File: src/hdl/sstm_pkg.sv
// Constants and types shared by the tail-mark serial port
// Notes on behaviour
// Standby bit low resets control, status, data
// Eight prescaler clocks or external clock source
// Mode 10 drives prescaler clock continuously
// LSB first, output changes on falling edge
// Receive bit sampled on rising edge
// 8-bit uses low reg, 16-bit both
// Software picks plain mode and word length
// Control write with tail disabled reinitializes
// Writing start flag one begins transfer
// Completion sets transfer-done request flag
// Internal clock only during data, hold bit
// Late external edges set overrun, move nothing
// Overrun detected only with external clock
// Idle output level set by software bit
// One start both shifts out and in
// Tail mark follows each word in bus mode
// Latch-select bit picks hold or latch
// Tail timing unit is selected clock period
// After word: start clears, done sets, tail
// Tail-in-progress flag high during tail
// Software uses internal clock, period 2 us+
// Software idles port before changing tail enable
// Source bit zero internal output, one input
// Codes select 1024..4 divides, subclock/4
// Start reads one while busy, write zero ignored
// Hold and latch tails are distinct patterns
package sstm_pkg;

    // Register indices on the plain port
    localparam logic [2:0] REG_CTRL   = 3'h0;
    localparam logic [2:0] REG_STATUS = 3'h1;
    localparam logic [2:0] REG_DATA_U = 3'h2;
    localparam logic [2:0] REG_DATA_L = 3'h3;
    localparam logic [2:0] REG_CKSTOP = 3'h4;
    localparam logic [2:0] REG_IRQ    = 3'h5;

    // Control register fields
    localparam int CTL_MODE_HI = 7;
    localparam int CTL_MODE_LO = 6;
    localparam int CTL_TAIL_EN = 5;
    localparam int CTL_LATCH   = 4;
    localparam int CTL_SRC     = 3;
    localparam logic [7:0] CTL_RESET = 8'h00;

    // Status register fields and fixed bits
    localparam int STS_SOL   = 6;
    localparam int STS_OVR   = 5;
    localparam int STS_TAIL  = 1;
    localparam int STS_START = 0;
    localparam logic [7:0] STS_FIXED = 8'h9C;

    // Module clock stop register and interrupt register done bit
    localparam int CKS_STBY = 7;
    localparam logic [7:0] CKS_RESET = 8'hFF;
    localparam int IRQ_DONE = 0;

    // Index of last bit in each word length
    localparam logic [4:0] LAST_BIT_8  = 5'h07;
    localparam logic [4:0] LAST_BIT_16 = 5'h0F;

    // log2 of prescaler divide for codes 000 to 110
    localparam int DIV_LOG2 [7] = '{10, 8, 6, 5, 4, 3, 2};
    localparam int PRE_W = 10;

    // Tail waveforms: bit n is level in unit step n
    localparam logic [3:0] HOLD_SCLK  = 4'hE;
    localparam logic [3:0] HOLD_SDO   = 4'hC;
    localparam logic [3:0] LATCH_SCLK = 4'hA;
    localparam logic [3:0] LATCH_SDO  = 4'h8;
    localparam logic [2:0] TAIL_LAST  = 3'h7;

    typedef enum logic [2:0] {
        ST_IDLE  = 3'b001,
        ST_SHIFT = 3'b010,
        ST_TAIL  = 3'b100
    } sstm_state_t;

endpackage

File: src/hdl/sstm_port.sv
// Synchronous serial port with tail-mark bus mode
//
// Added by the designer: the register addresses and the strobed register port.
module sstm_port
    import sstm_pkg::*;
(
    input  wire logic       i_ref_clk,
    input  wire logic       i_reset_n,
    input  wire logic [2:0] i_addr,
    input  wire logic [7:0] i_wdata,
    input  wire logic       i_wr,
    input  wire logic       i_rd,
    input  wire logic       i_sub_tick,
    input  wire logic       i_serial_clock_pin,
    input  wire logic       i_serial_in_pin,
    output logic [7:0]      o_rdata,
    output logic            o_serial_clock_pin,
    output logic            o_serial_clock_oe,
    output logic            o_serial_out_pin,
    output logic            o_xfer_done_irq_flag
);
    logic        rst_s1_q;
    logic        rst_n_q;
    logic [7:0]  ctl_q;
    logic [7:0]  ckstop_q;
    logic [7:0]  hi_q;
    logic [7:0]  lo_q;
    logic [4:0]  cnt_q;
    logic        start_q;
    logic        ovr_q;
    logic        ext_prev_q;
    sstm_state_t st_q;
    logic        half_tick;
    logic        tail_busy;
    logic        tail_fin;
    logic        tail_sclk;
    logic        tail_sdo;
    logic        sclk_d;
    logic        so_d;
    logic [7:0]  rd_mux;

    // Reset released through two flops, asserted at once
    always_ff @(posedge i_ref_clk or negedge i_reset_n)
    begin
        if (!i_reset_n)
        begin
            rst_s1_q <= 1'b0;
            rst_n_q  <= 1'b0;
        end
        else
        begin
            rst_s1_q <= 1'b1;
            rst_n_q  <= rst_s1_q;
        end
    end

    // Bus write decode
    wire wr_ctl  = i_wr && i_addr == REG_CTRL;
    wire wr_sts  = i_wr && i_addr == REG_STATUS;
    wire wr_hi   = i_wr && i_addr == REG_DATA_U;
    wire wr_lo   = i_wr && i_addr == REG_DATA_L;
    wire wr_ckst = i_wr && i_addr == REG_CKSTOP;
    wire wr_irq  = i_wr && i_addr == REG_IRQ;

    // Mode decode from the control, clock stop and state registers
    wire standby   = !ckstop_q[CKS_STBY];
    wire ext       = ctl_q[CTL_SRC];
    wire len16     = ctl_q[CTL_MODE_LO];
    wire tail_en   = ctl_q[CTL_TAIL_EN];
    wire cont_mode = ctl_q[CTL_MODE_HI] && !ctl_q[CTL_MODE_LO];
    wire idle      = st_q == ST_IDLE;
    wire shifting  = st_q == ST_SHIFT;

    // Control write with tail disabled restarts the engine
    wire init_wr = wr_ctl && !i_wdata[CTL_TAIL_EN];
    wire kill    = standby || init_wr;
    wire go      = wr_sts && i_wdata[STS_START] && idle && !standby;

    // Serial clock edges from prescaler or from the pin
    wire ext_rise = ext && i_serial_clock_pin && !ext_prev_q;
    wire ext_fall = ext && !i_serial_clock_pin && ext_prev_q;
    wire int_rise = !ext && half_tick && !o_serial_clock_pin;
    wire int_fall = !ext && half_tick && o_serial_clock_pin;
    wire rise_ev  = shifting && (ext ? ext_rise : int_rise);
    wire fall_ev  = shifting && (ext ? ext_fall : int_fall);
    wire last_bit = cnt_q == (len16 ? LAST_BIT_16 : LAST_BIT_8);
    wire word_done = rise_ev && last_bit;

    // External clock edges with no transfer running count as overrun
    wire ovr_hit = ext && idle && (ext_rise || ext_fall);

    // Output level write only honoured while idle, not in tail mode
    wire sol_ok = wr_sts && idle && !tail_en;

    sstm_prescaler #(
        .CNT_W       (PRE_W)
    ) u_pre (
        .i_clk       (i_ref_clk),
        .i_rst_n     (rst_n_q),
        .i_sel       (ctl_q[2:0]),
        .i_sub_tick  (i_sub_tick),
        .o_half_tick (half_tick)
    );

    sstm_tail_gen u_tail (
        .i_clk       (i_ref_clk),
        .i_rst_n     (rst_n_q),
        .i_kill      (kill),
        .i_start     (word_done && tail_en),
        .i_latch     (ctl_q[CTL_LATCH]),
        .i_half_tick (half_tick),
        .o_busy      (tail_busy),
        .o_fin       (tail_fin),
        .o_sclk      (tail_sclk),
        .o_sdo       (tail_sdo)
    );

    // Clock pin: tail pattern during tail; toggles during shift or continuous mode on internal clock, else high
    always_comb
    begin
        if (kill)
            sclk_d = 1'b1;
        else if (tail_busy)
            sclk_d = tail_sclk;
        else if ((shifting || cont_mode) && !ext)
            sclk_d = half_tick ? !o_serial_clock_pin : o_serial_clock_pin;
        else
            sclk_d = 1'b1;
    end

    // Data pin: new bit on falling edge, last bit held after
    always_comb
    begin
        if (standby)
            so_d = 1'b0;
        else if (tail_busy)
            so_d = tail_sdo;
        else if (fall_ev)
            so_d = lo_q[0];
        else if (sol_ok)
            so_d = i_wdata[STS_SOL];
        else
            so_d = o_serial_out_pin;
    end

    // Pin registers, so every pin comes straight from a flop
    always_ff @(posedge i_ref_clk or negedge rst_n_q)
    begin
        if (!rst_n_q)
        begin
            o_serial_clock_pin <= 1'b1;
            o_serial_out_pin   <= 1'b0;
            o_serial_clock_oe  <= 1'b0;
            ext_prev_q         <= 1'b1;
        end
        else
        begin
            o_serial_clock_pin <= sclk_d;
            o_serial_out_pin   <= so_d;
            o_serial_clock_oe  <= !ext && !standby;
            ext_prev_q         <= i_serial_clock_pin;
        end
    end

    // Control and clock stop registers
    always_ff @(posedge i_ref_clk or negedge rst_n_q)
    begin
        if (!rst_n_q)
        begin
            ctl_q    <= CTL_RESET;
            ckstop_q <= CKS_RESET;
        end
        else
        begin
            if (wr_ckst)
                ckstop_q <= i_wdata;
            if (standby)
                ctl_q <= CTL_RESET;
            else if (wr_ctl)
                ctl_q <= i_wdata;
        end
    end

    // Transfer state: shift, then tail when bus mode is on
    always_ff @(posedge i_ref_clk or negedge rst_n_q)
    begin
        if (!rst_n_q)
            st_q <= ST_IDLE;
        else if (kill)
            st_q <= ST_IDLE;
        else
        begin
            unique case (st_q)
                ST_IDLE:
                    if (go)
                        st_q <= ST_SHIFT;
                ST_SHIFT:
                    if (word_done)
                        st_q <= tail_en ? ST_TAIL : ST_IDLE;
                ST_TAIL:
                    if (tail_fin)
                        st_q <= ST_IDLE;
                default:
                    st_q <= ST_IDLE;
            endcase
        end
    end

    // Start flag: set by a write of one, cleared at word end
    always_ff @(posedge i_ref_clk or negedge rst_n_q)
    begin
        if (!rst_n_q)
            start_q <= 1'b0;
        else if (kill || word_done)
            start_q <= 1'b0;
        else if (go)
            start_q <= 1'b1;
    end

    // Bit counter counts sampled bits
    always_ff @(posedge i_ref_clk or negedge rst_n_q)
    begin
        if (!rst_n_q)
            cnt_q <= 5'h00;
        else if (kill || go)
            cnt_q <= 5'h00;
        else if (rise_ev)
            cnt_q <= cnt_q + 5'h01;
    end

    // Shift right: input enters at the top, output leaves bit 0
    always_ff @(posedge i_ref_clk or negedge rst_n_q)
    begin
        if (!rst_n_q)
        begin
            hi_q <= 8'h00;
            lo_q <= 8'h00;
        end
        else if (standby)
        begin
            hi_q <= 8'h00;
            lo_q <= 8'h00;
        end
        else if (rise_ev && len16)
            {hi_q, lo_q} <= {i_serial_in_pin, hi_q, lo_q[7:1]};
        else if (rise_ev)
            lo_q <= {i_serial_in_pin, lo_q[7:1]};
        else if (idle)
        begin
            if (wr_hi)
                hi_q <= i_wdata;
            if (wr_lo)
                lo_q <= i_wdata;
        end
    end

    // Overrun and done flags: a set beats a same-cycle clear
    always_ff @(posedge i_ref_clk or negedge rst_n_q)
    begin
        if (!rst_n_q)
        begin
            ovr_q                <= 1'b0;
            o_xfer_done_irq_flag <= 1'b0;
        end
        else
        begin
            if (ovr_hit)
                ovr_q <= 1'b1;
            else if (standby || (wr_sts && !i_wdata[STS_OVR]))
                ovr_q <= 1'b0;
            if (word_done)
                o_xfer_done_irq_flag <= 1'b1;
            else if (wr_irq && !i_wdata[IRQ_DONE])
                o_xfer_done_irq_flag <= 1'b0;
        end
    end

    // Read selection; unmapped addresses read zero
    always_comb
    begin
        rd_mux = 8'h00;
        unique case (i_addr)
            REG_CTRL:   rd_mux = ctl_q;
            REG_STATUS:
            begin
                rd_mux = STS_FIXED;
                rd_mux[STS_SOL]   = o_serial_out_pin;
                rd_mux[STS_OVR]   = ovr_q;
                rd_mux[STS_TAIL]  = st_q == ST_TAIL;
                rd_mux[STS_START] = start_q;
            end
            REG_DATA_U: rd_mux = hi_q;
            REG_DATA_L: rd_mux = lo_q;
            REG_CKSTOP: rd_mux = ckstop_q;
            REG_IRQ:    rd_mux = {7'h00, o_xfer_done_irq_flag};
            default:    rd_mux = 8'h00;
        endcase
    end

    // Read data stand only in the cycle after the strobe
    always_ff @(posedge i_ref_clk or negedge rst_n_q)
    begin
        if (!rst_n_q)
            o_rdata <= 8'h00;
        else
            o_rdata <= i_rd ? rd_mux : 8'h00;
    end
endmodule // sstm_port

File: src/hdl/sstm_prescaler.sv
// Prescaler giving half-period ticks of the chosen serial clock
module sstm_prescaler
    import sstm_pkg::*;
#(
    parameter int CNT_W = PRE_W
)(
    input  wire logic       i_clk,
    input  wire logic       i_rst_n,
    input  wire logic [2:0] i_sel,
    input  wire logic       i_sub_tick,
    output logic            o_half_tick
);
    logic [CNT_W-1:0] cnt_q;
    logic             sub_q;
    logic [7:0]       hit;

    if (CNT_W < PRE_W)
    begin : g_chk
        $error("prescaler counter too narrow");
    end

    // Half period of divide 2^k ends when low k-1 bits are all ones
    for (genvar i = 0; i < 7; i++)
    begin : g_tap
        assign hit[i] = &cnt_q[DIV_LOG2[i]-2:0];
    end
    // Subclock divided by four: half period is two subclock ticks
    assign hit[7] = i_sub_tick & sub_q;

    // Free-running counters keep phase across transfers
    always_ff @(posedge i_clk or negedge i_rst_n)
    begin
        if (!i_rst_n)
        begin
            cnt_q       <= '0;
            sub_q       <= 1'b0;
            o_half_tick <= 1'b0;
        end
        else
        begin
            cnt_q       <= cnt_q + CNT_W'(1);
            sub_q       <= sub_q ^ i_sub_tick;
            o_half_tick <= hit[i_sel];
        end
    end
endmodule // sstm_prescaler

File: src/hdl/sstm_tail_gen.sv
// Tail mark waveform generator, stepped by serial half ticks
module sstm_tail_gen
    import sstm_pkg::*;
(
    input  wire logic i_clk,
    input  wire logic i_rst_n,
    input  wire logic i_kill,
    input  wire logic i_start,
    input  wire logic i_latch,
    input  wire logic i_half_tick,
    output logic      o_busy,
    output logic      o_fin,
    output logic      o_sclk,
    output logic      o_sdo
);
    logic [2:0] step_q;
    logic       latch_q;
    wire  [1:0] unit = step_q[2:1];

    // Each unit spans two half ticks, one full serial period
    assign o_sclk = latch_q ? LATCH_SCLK[unit] : HOLD_SCLK[unit];
    assign o_sdo  = latch_q ? LATCH_SDO[unit] : HOLD_SDO[unit];

    // Step counter runs from start until eight half ticks pass
    always_ff @(posedge i_clk or negedge i_rst_n)
    begin
        if (!i_rst_n)
        begin
            step_q  <= 3'h0;
            latch_q <= 1'b0;
            o_busy  <= 1'b0;
            o_fin   <= 1'b0;
        end
        else
        begin
            o_fin <= 1'b0;
            if (i_kill)
                o_busy <= 1'b0;
            else if (i_start)
            begin
                o_busy  <= 1'b1;
                step_q  <= 3'h0;
                latch_q <= i_latch;
            end
            else if (o_busy && i_half_tick)
            begin
                step_q <= step_q + 3'h1;
                if (step_q == TAIL_LAST)
                begin
                    o_busy <= 1'b0;
                    o_fin  <= 1'b1;
                end
            end
        end
    end
endmodule // sstm_tail_gen

File: config.mk
export PLATFORM = sky130hd
export DESIGN_NAME = sstm_port
export DESIGN_NICKNAME = d
export VERILOG_FILES = /design/src/hdl/sstm_pkg.sv /design/src/hdl/sstm_port.sv /design/src/hdl/sstm_prescaler.sv /design/src/hdl/sstm_tail_gen.sv
export SDC_FILE = /design/constraint.sdc
export NUM_CORES = 1
export LEC_CHECK = 0
export ABC_AREA = 1
export BUFFER_PORTS_ARGS = -buffer_cell sky130_fd_sc_hd__buf_2
export CAP_MARGIN = 10
export CORE_MARGIN = 10
export CORE_UTILIZATION = 43
export DETAILED_ROUTE_END_ITERATION = 10
export PLACE_DENSITY = 0.66
export SLEW_MARGIN = 40
export SYNTH_ARGS = -nofsm -noshare
export SYNTH_HDL_FRONTEND = slang
export SYNTH_HIERARCHICAL = 1
export SYNTH_SLANG_ARGS = --single-unit
File: constraint.sdc
create_clock -name i_ref_clk -period 3.1 [get_ports i_ref_clk]
set_clock_uncertainty 0.2 [all_clocks]
set_input_delay 0.465 -clock i_ref_clk [delete_from_list [all_inputs] [get_ports i_ref_clk]]
set_output_delay 0.465 -clock i_ref_clk [all_outputs]
set_load 0.1 [all_outputs]
==> metrics.txt <==
status=complete, but fails checks; violated checks=negative hold slack; residual DRC count=0; slowest cell on the critical path=dfrtp_1; boundary pin count=30; reg2reg end=u_tail/step_q[1]; Worst path max stage delay=0.45 ns; DR WL/cell=15.4 um; Vias/cell=5.31; clock slew at reported path FFs=0.08 ns; Arrival @ worst endpoint=2.31 ns; DR pass1 iterations=6; largest net degree at the start of global routing=29; worst setup path category=reg -> reg; design area=0.00433 mm^2; fillers=834; top cell type by total area after synthesis=dfrtp_1; Cell variety after synth=37; Starting Density=44.3%; Worst R2R Start=ctl_q[3]; share of cells above drive strength 1=22.1%; sequential area share after synthesis=48.3%; syn nets=491; unrepaired setup endpoints after global routing=no; reg2reg setup slack=0.84 ns; Buffers on Ports=29; All-Layer GR Usage=15.1%; Post-Syn Instances=465; initial antenna violation count=0; Antenna Cells=0; multi-input gate area in the final layout=0.00172 mm^2; setup tns final=0 ns; antenna-violating nets left=0; post-layout minimum cycle time=2.26 ns; VDD IR max=0.296 mV; hpwl dp=7140 um; FP Rows=34; Worst Reg2Reg Path Length in Cells=8; Syn. warnings=6; Die Area=0.0132 mm^2; die width=115 um; DR vias=3263; Post-Syn Area per Cell=8.31 um^2; Pwr Total=0.00228 W; Synth Flop Type=dfrtp_1; Seq cells post-synth=74; CP Max Fanout=7; top-count cell post-synth=nand2_1; Hold Violations, Final=9; Post-CTS Resized=0; Synth top area share=40.8%; crit end category=register; Crit path top cell by count=nand2_1; vias in the first global route=3267; Clock Sinks=74; first-pass GRT wire length=16100 um; CTS Buf Count=9; die height=115 um; final wirelength=9500 um; Leak=2.09 nW; Setup Viol. Count Final=0; Final period util=72.8%; synthesized cell area=0.00386 mm^2; f_max=443 MHz; sequential cell area=0.00187 mm^2; CP required=3.15 ns; Post-synth ARST share=100%; CP cell instances=inv_1 -> nand3_2 -> a21oi_1 -> nand2_2 -> nor2_1 -> nand2_1 -> nand3_1 -> nand2_1; clock root buffer=clkbuf_8; CTS tree=done; placed inst area=0.00412 mm^2; Top Family by Delay on Critical Path=simple AND/OR/NAND/NOR gates; Area Growth Syn to Fin=12.1%; worst relative slew slack=64.1%; 1st-iter DRT viols=389; hold_ws=-0.00787 ns; Worst-Skew Late Latency=0.36 ns; pin slew with the least headroom to its limit=0.538 ns; Clock Path Buffers=2; type of the worst min-delay path=reg -> async; nets=528; Slew Viols, Final=0; H-tree levels=3; Congestion Overflow GR=0; Startpoint Class=register; max-cap viol count=0; pwr/cell area=526 mW/mm^2; fin util=49.7%; Placer Congestion=0.877; core area=0.00872 mm^2; EDFF count, synth=0; Buf/Inv on CP=1; leading cell types by count after synthesis=nand2_1 (126), dfrtp_1 (63), inv_1 (51); dominant cells by area after synthesis=dfrtp_1 (41%), nand2_1 (12%), dfstp_2 (7.5%)
## power breakdown
| part | total [W] | leakage (nW) | internal [W] | switching (W) |
|---|---|---|---|---|
| Combinational | 0.000384 | 1.02 | 0.0000977 | 0.000287 |
| Clock | 0.000773 | 0.105 | 0.000411 | 0.000362 |
| Sequential | 0.00112 | 0.968 | 0.00106 | 0.0000632 |
| Total | 0.00228 | 2.09 | 0.00157 | 0.000711 |
## logic make-up after synthesis
group	count (synthesis)	share of synthesized area, %
adder cells (fa/ha/maj)	8	2.59
multiplexers	7	2.04
XOR/XNOR	1	0.227
buffers and inverters	69	7.22
other	1	0.0971
AO/OA/AOI/OAI	70	10.2
flip-flops	74	48.3
AND/OR/NAND/NOR	235	29.3
## per-layer routing
metal | part of all wire, % | wire [um] | vias up | global-route usage (%)
li1 | - | - | 1594 | -
met1 | 45 | 4310 | 1550 | 19.9
met2 | 47 | 4470 | 102 | 23.3
met3 | 5.8 | 553 | 17 | 4.48
met4 | 1.8 | 167 | 0 | 5.03
met5 | 0 | 0 | - | 0
## layout by cell type (no fill, tap or decap), types with 6 or more instances in the layout
master | Yosys | final
a21oi_1 | 22 | 22
mux2_2 | 7 | 7
nand3_2 | 7 | 7
o21ai_0 | 29 | 29
nor2_1 | 24 | 24
inv_2 | 12 | 12
inv_1 | 51 | 51
ha_1 | 8 | 8
nand3_1 | 43 | 43
dfrtp_1 | 63 | 62
nand2_1 | 126 | 126
dfstp_2 | 11 | 11
nand4_1 | 6 | 6
clkbuf_8 | 0 | 11
nand2_2 | 9 | 9
buf_2 | 1 | 29
## what timing repair did
item                                    in CTS  in global routing
buffers inserted                             0                  0
hold buffers                                 1                  0
endpoints found under the hold margin        2                  0
endpoints found under the setup margin       0                  0
## worst max path at each step
| stage | start | slack (ns) | depth (start not counted) | end |
|---|---|---|---|---|
| 2_1_floorplan | rst_n_q | 0.71 | 0 | cnt_q[0] |
| 5_1_grt | ctl_q[3] | 0.66 | 8 | u_tail/step_q[0] |
| 3_5_place_dp | i_serial_clock_pin | 0.82 | 8 | u_tail/step_q[0] |
| 6_report | ctl_q[3] | 0.84 | 8 | u_tail/step_q[1] |
| 4_1_cts | ctl_q[3] | 0.89 | 8 | u_tail/step_q[0] |
| 3_3_place_gp | i_serial_clock_pin | 1.0 | 8 | u_tail/step_q[1] |
## stage by stage
step	cells	worst slack, ns
6_report	615	0.844
5_1_grt	615	0.660
2_1_floorplan	465	0.706
3_5_place_dp	598	0.819
4_1_cts	615	0.891
3_3_place_gp	598	0.998
## flip-flops by register name, summed over array words and instances, names as in the netlist, 5 cells and up
register and cells:
hi_q 8, ctl_q 8, lo_q 8, u_pre/cnt_q 9, o_rdata 8, ckstop_q 8, cnt_q 5
## worst register-to-register path, delay by kind of cell, from the launching register on
family | cells | cell delay [ns]
buffers and inverters | 1 | 0.13
AND/OR/NAND/NOR | 6 | 0.99
flip-flops | 1 | 0.45
AO/OA/AOI/OAI | 1 | 0.40
## area by class of cell
class | instances | share of cell area (%)
clock buffers | 11 | 3.50
clock inverters | 5 | 1.21
inverters | 63 | 5.46
multi-input cells | 322 | 39.7
flip-flops and latches | 74 | 43.1
well taps | 108 | 3.12
repair buffers | 32 | 3.93
Note: power is estimated with default switching activity, not from simulation.
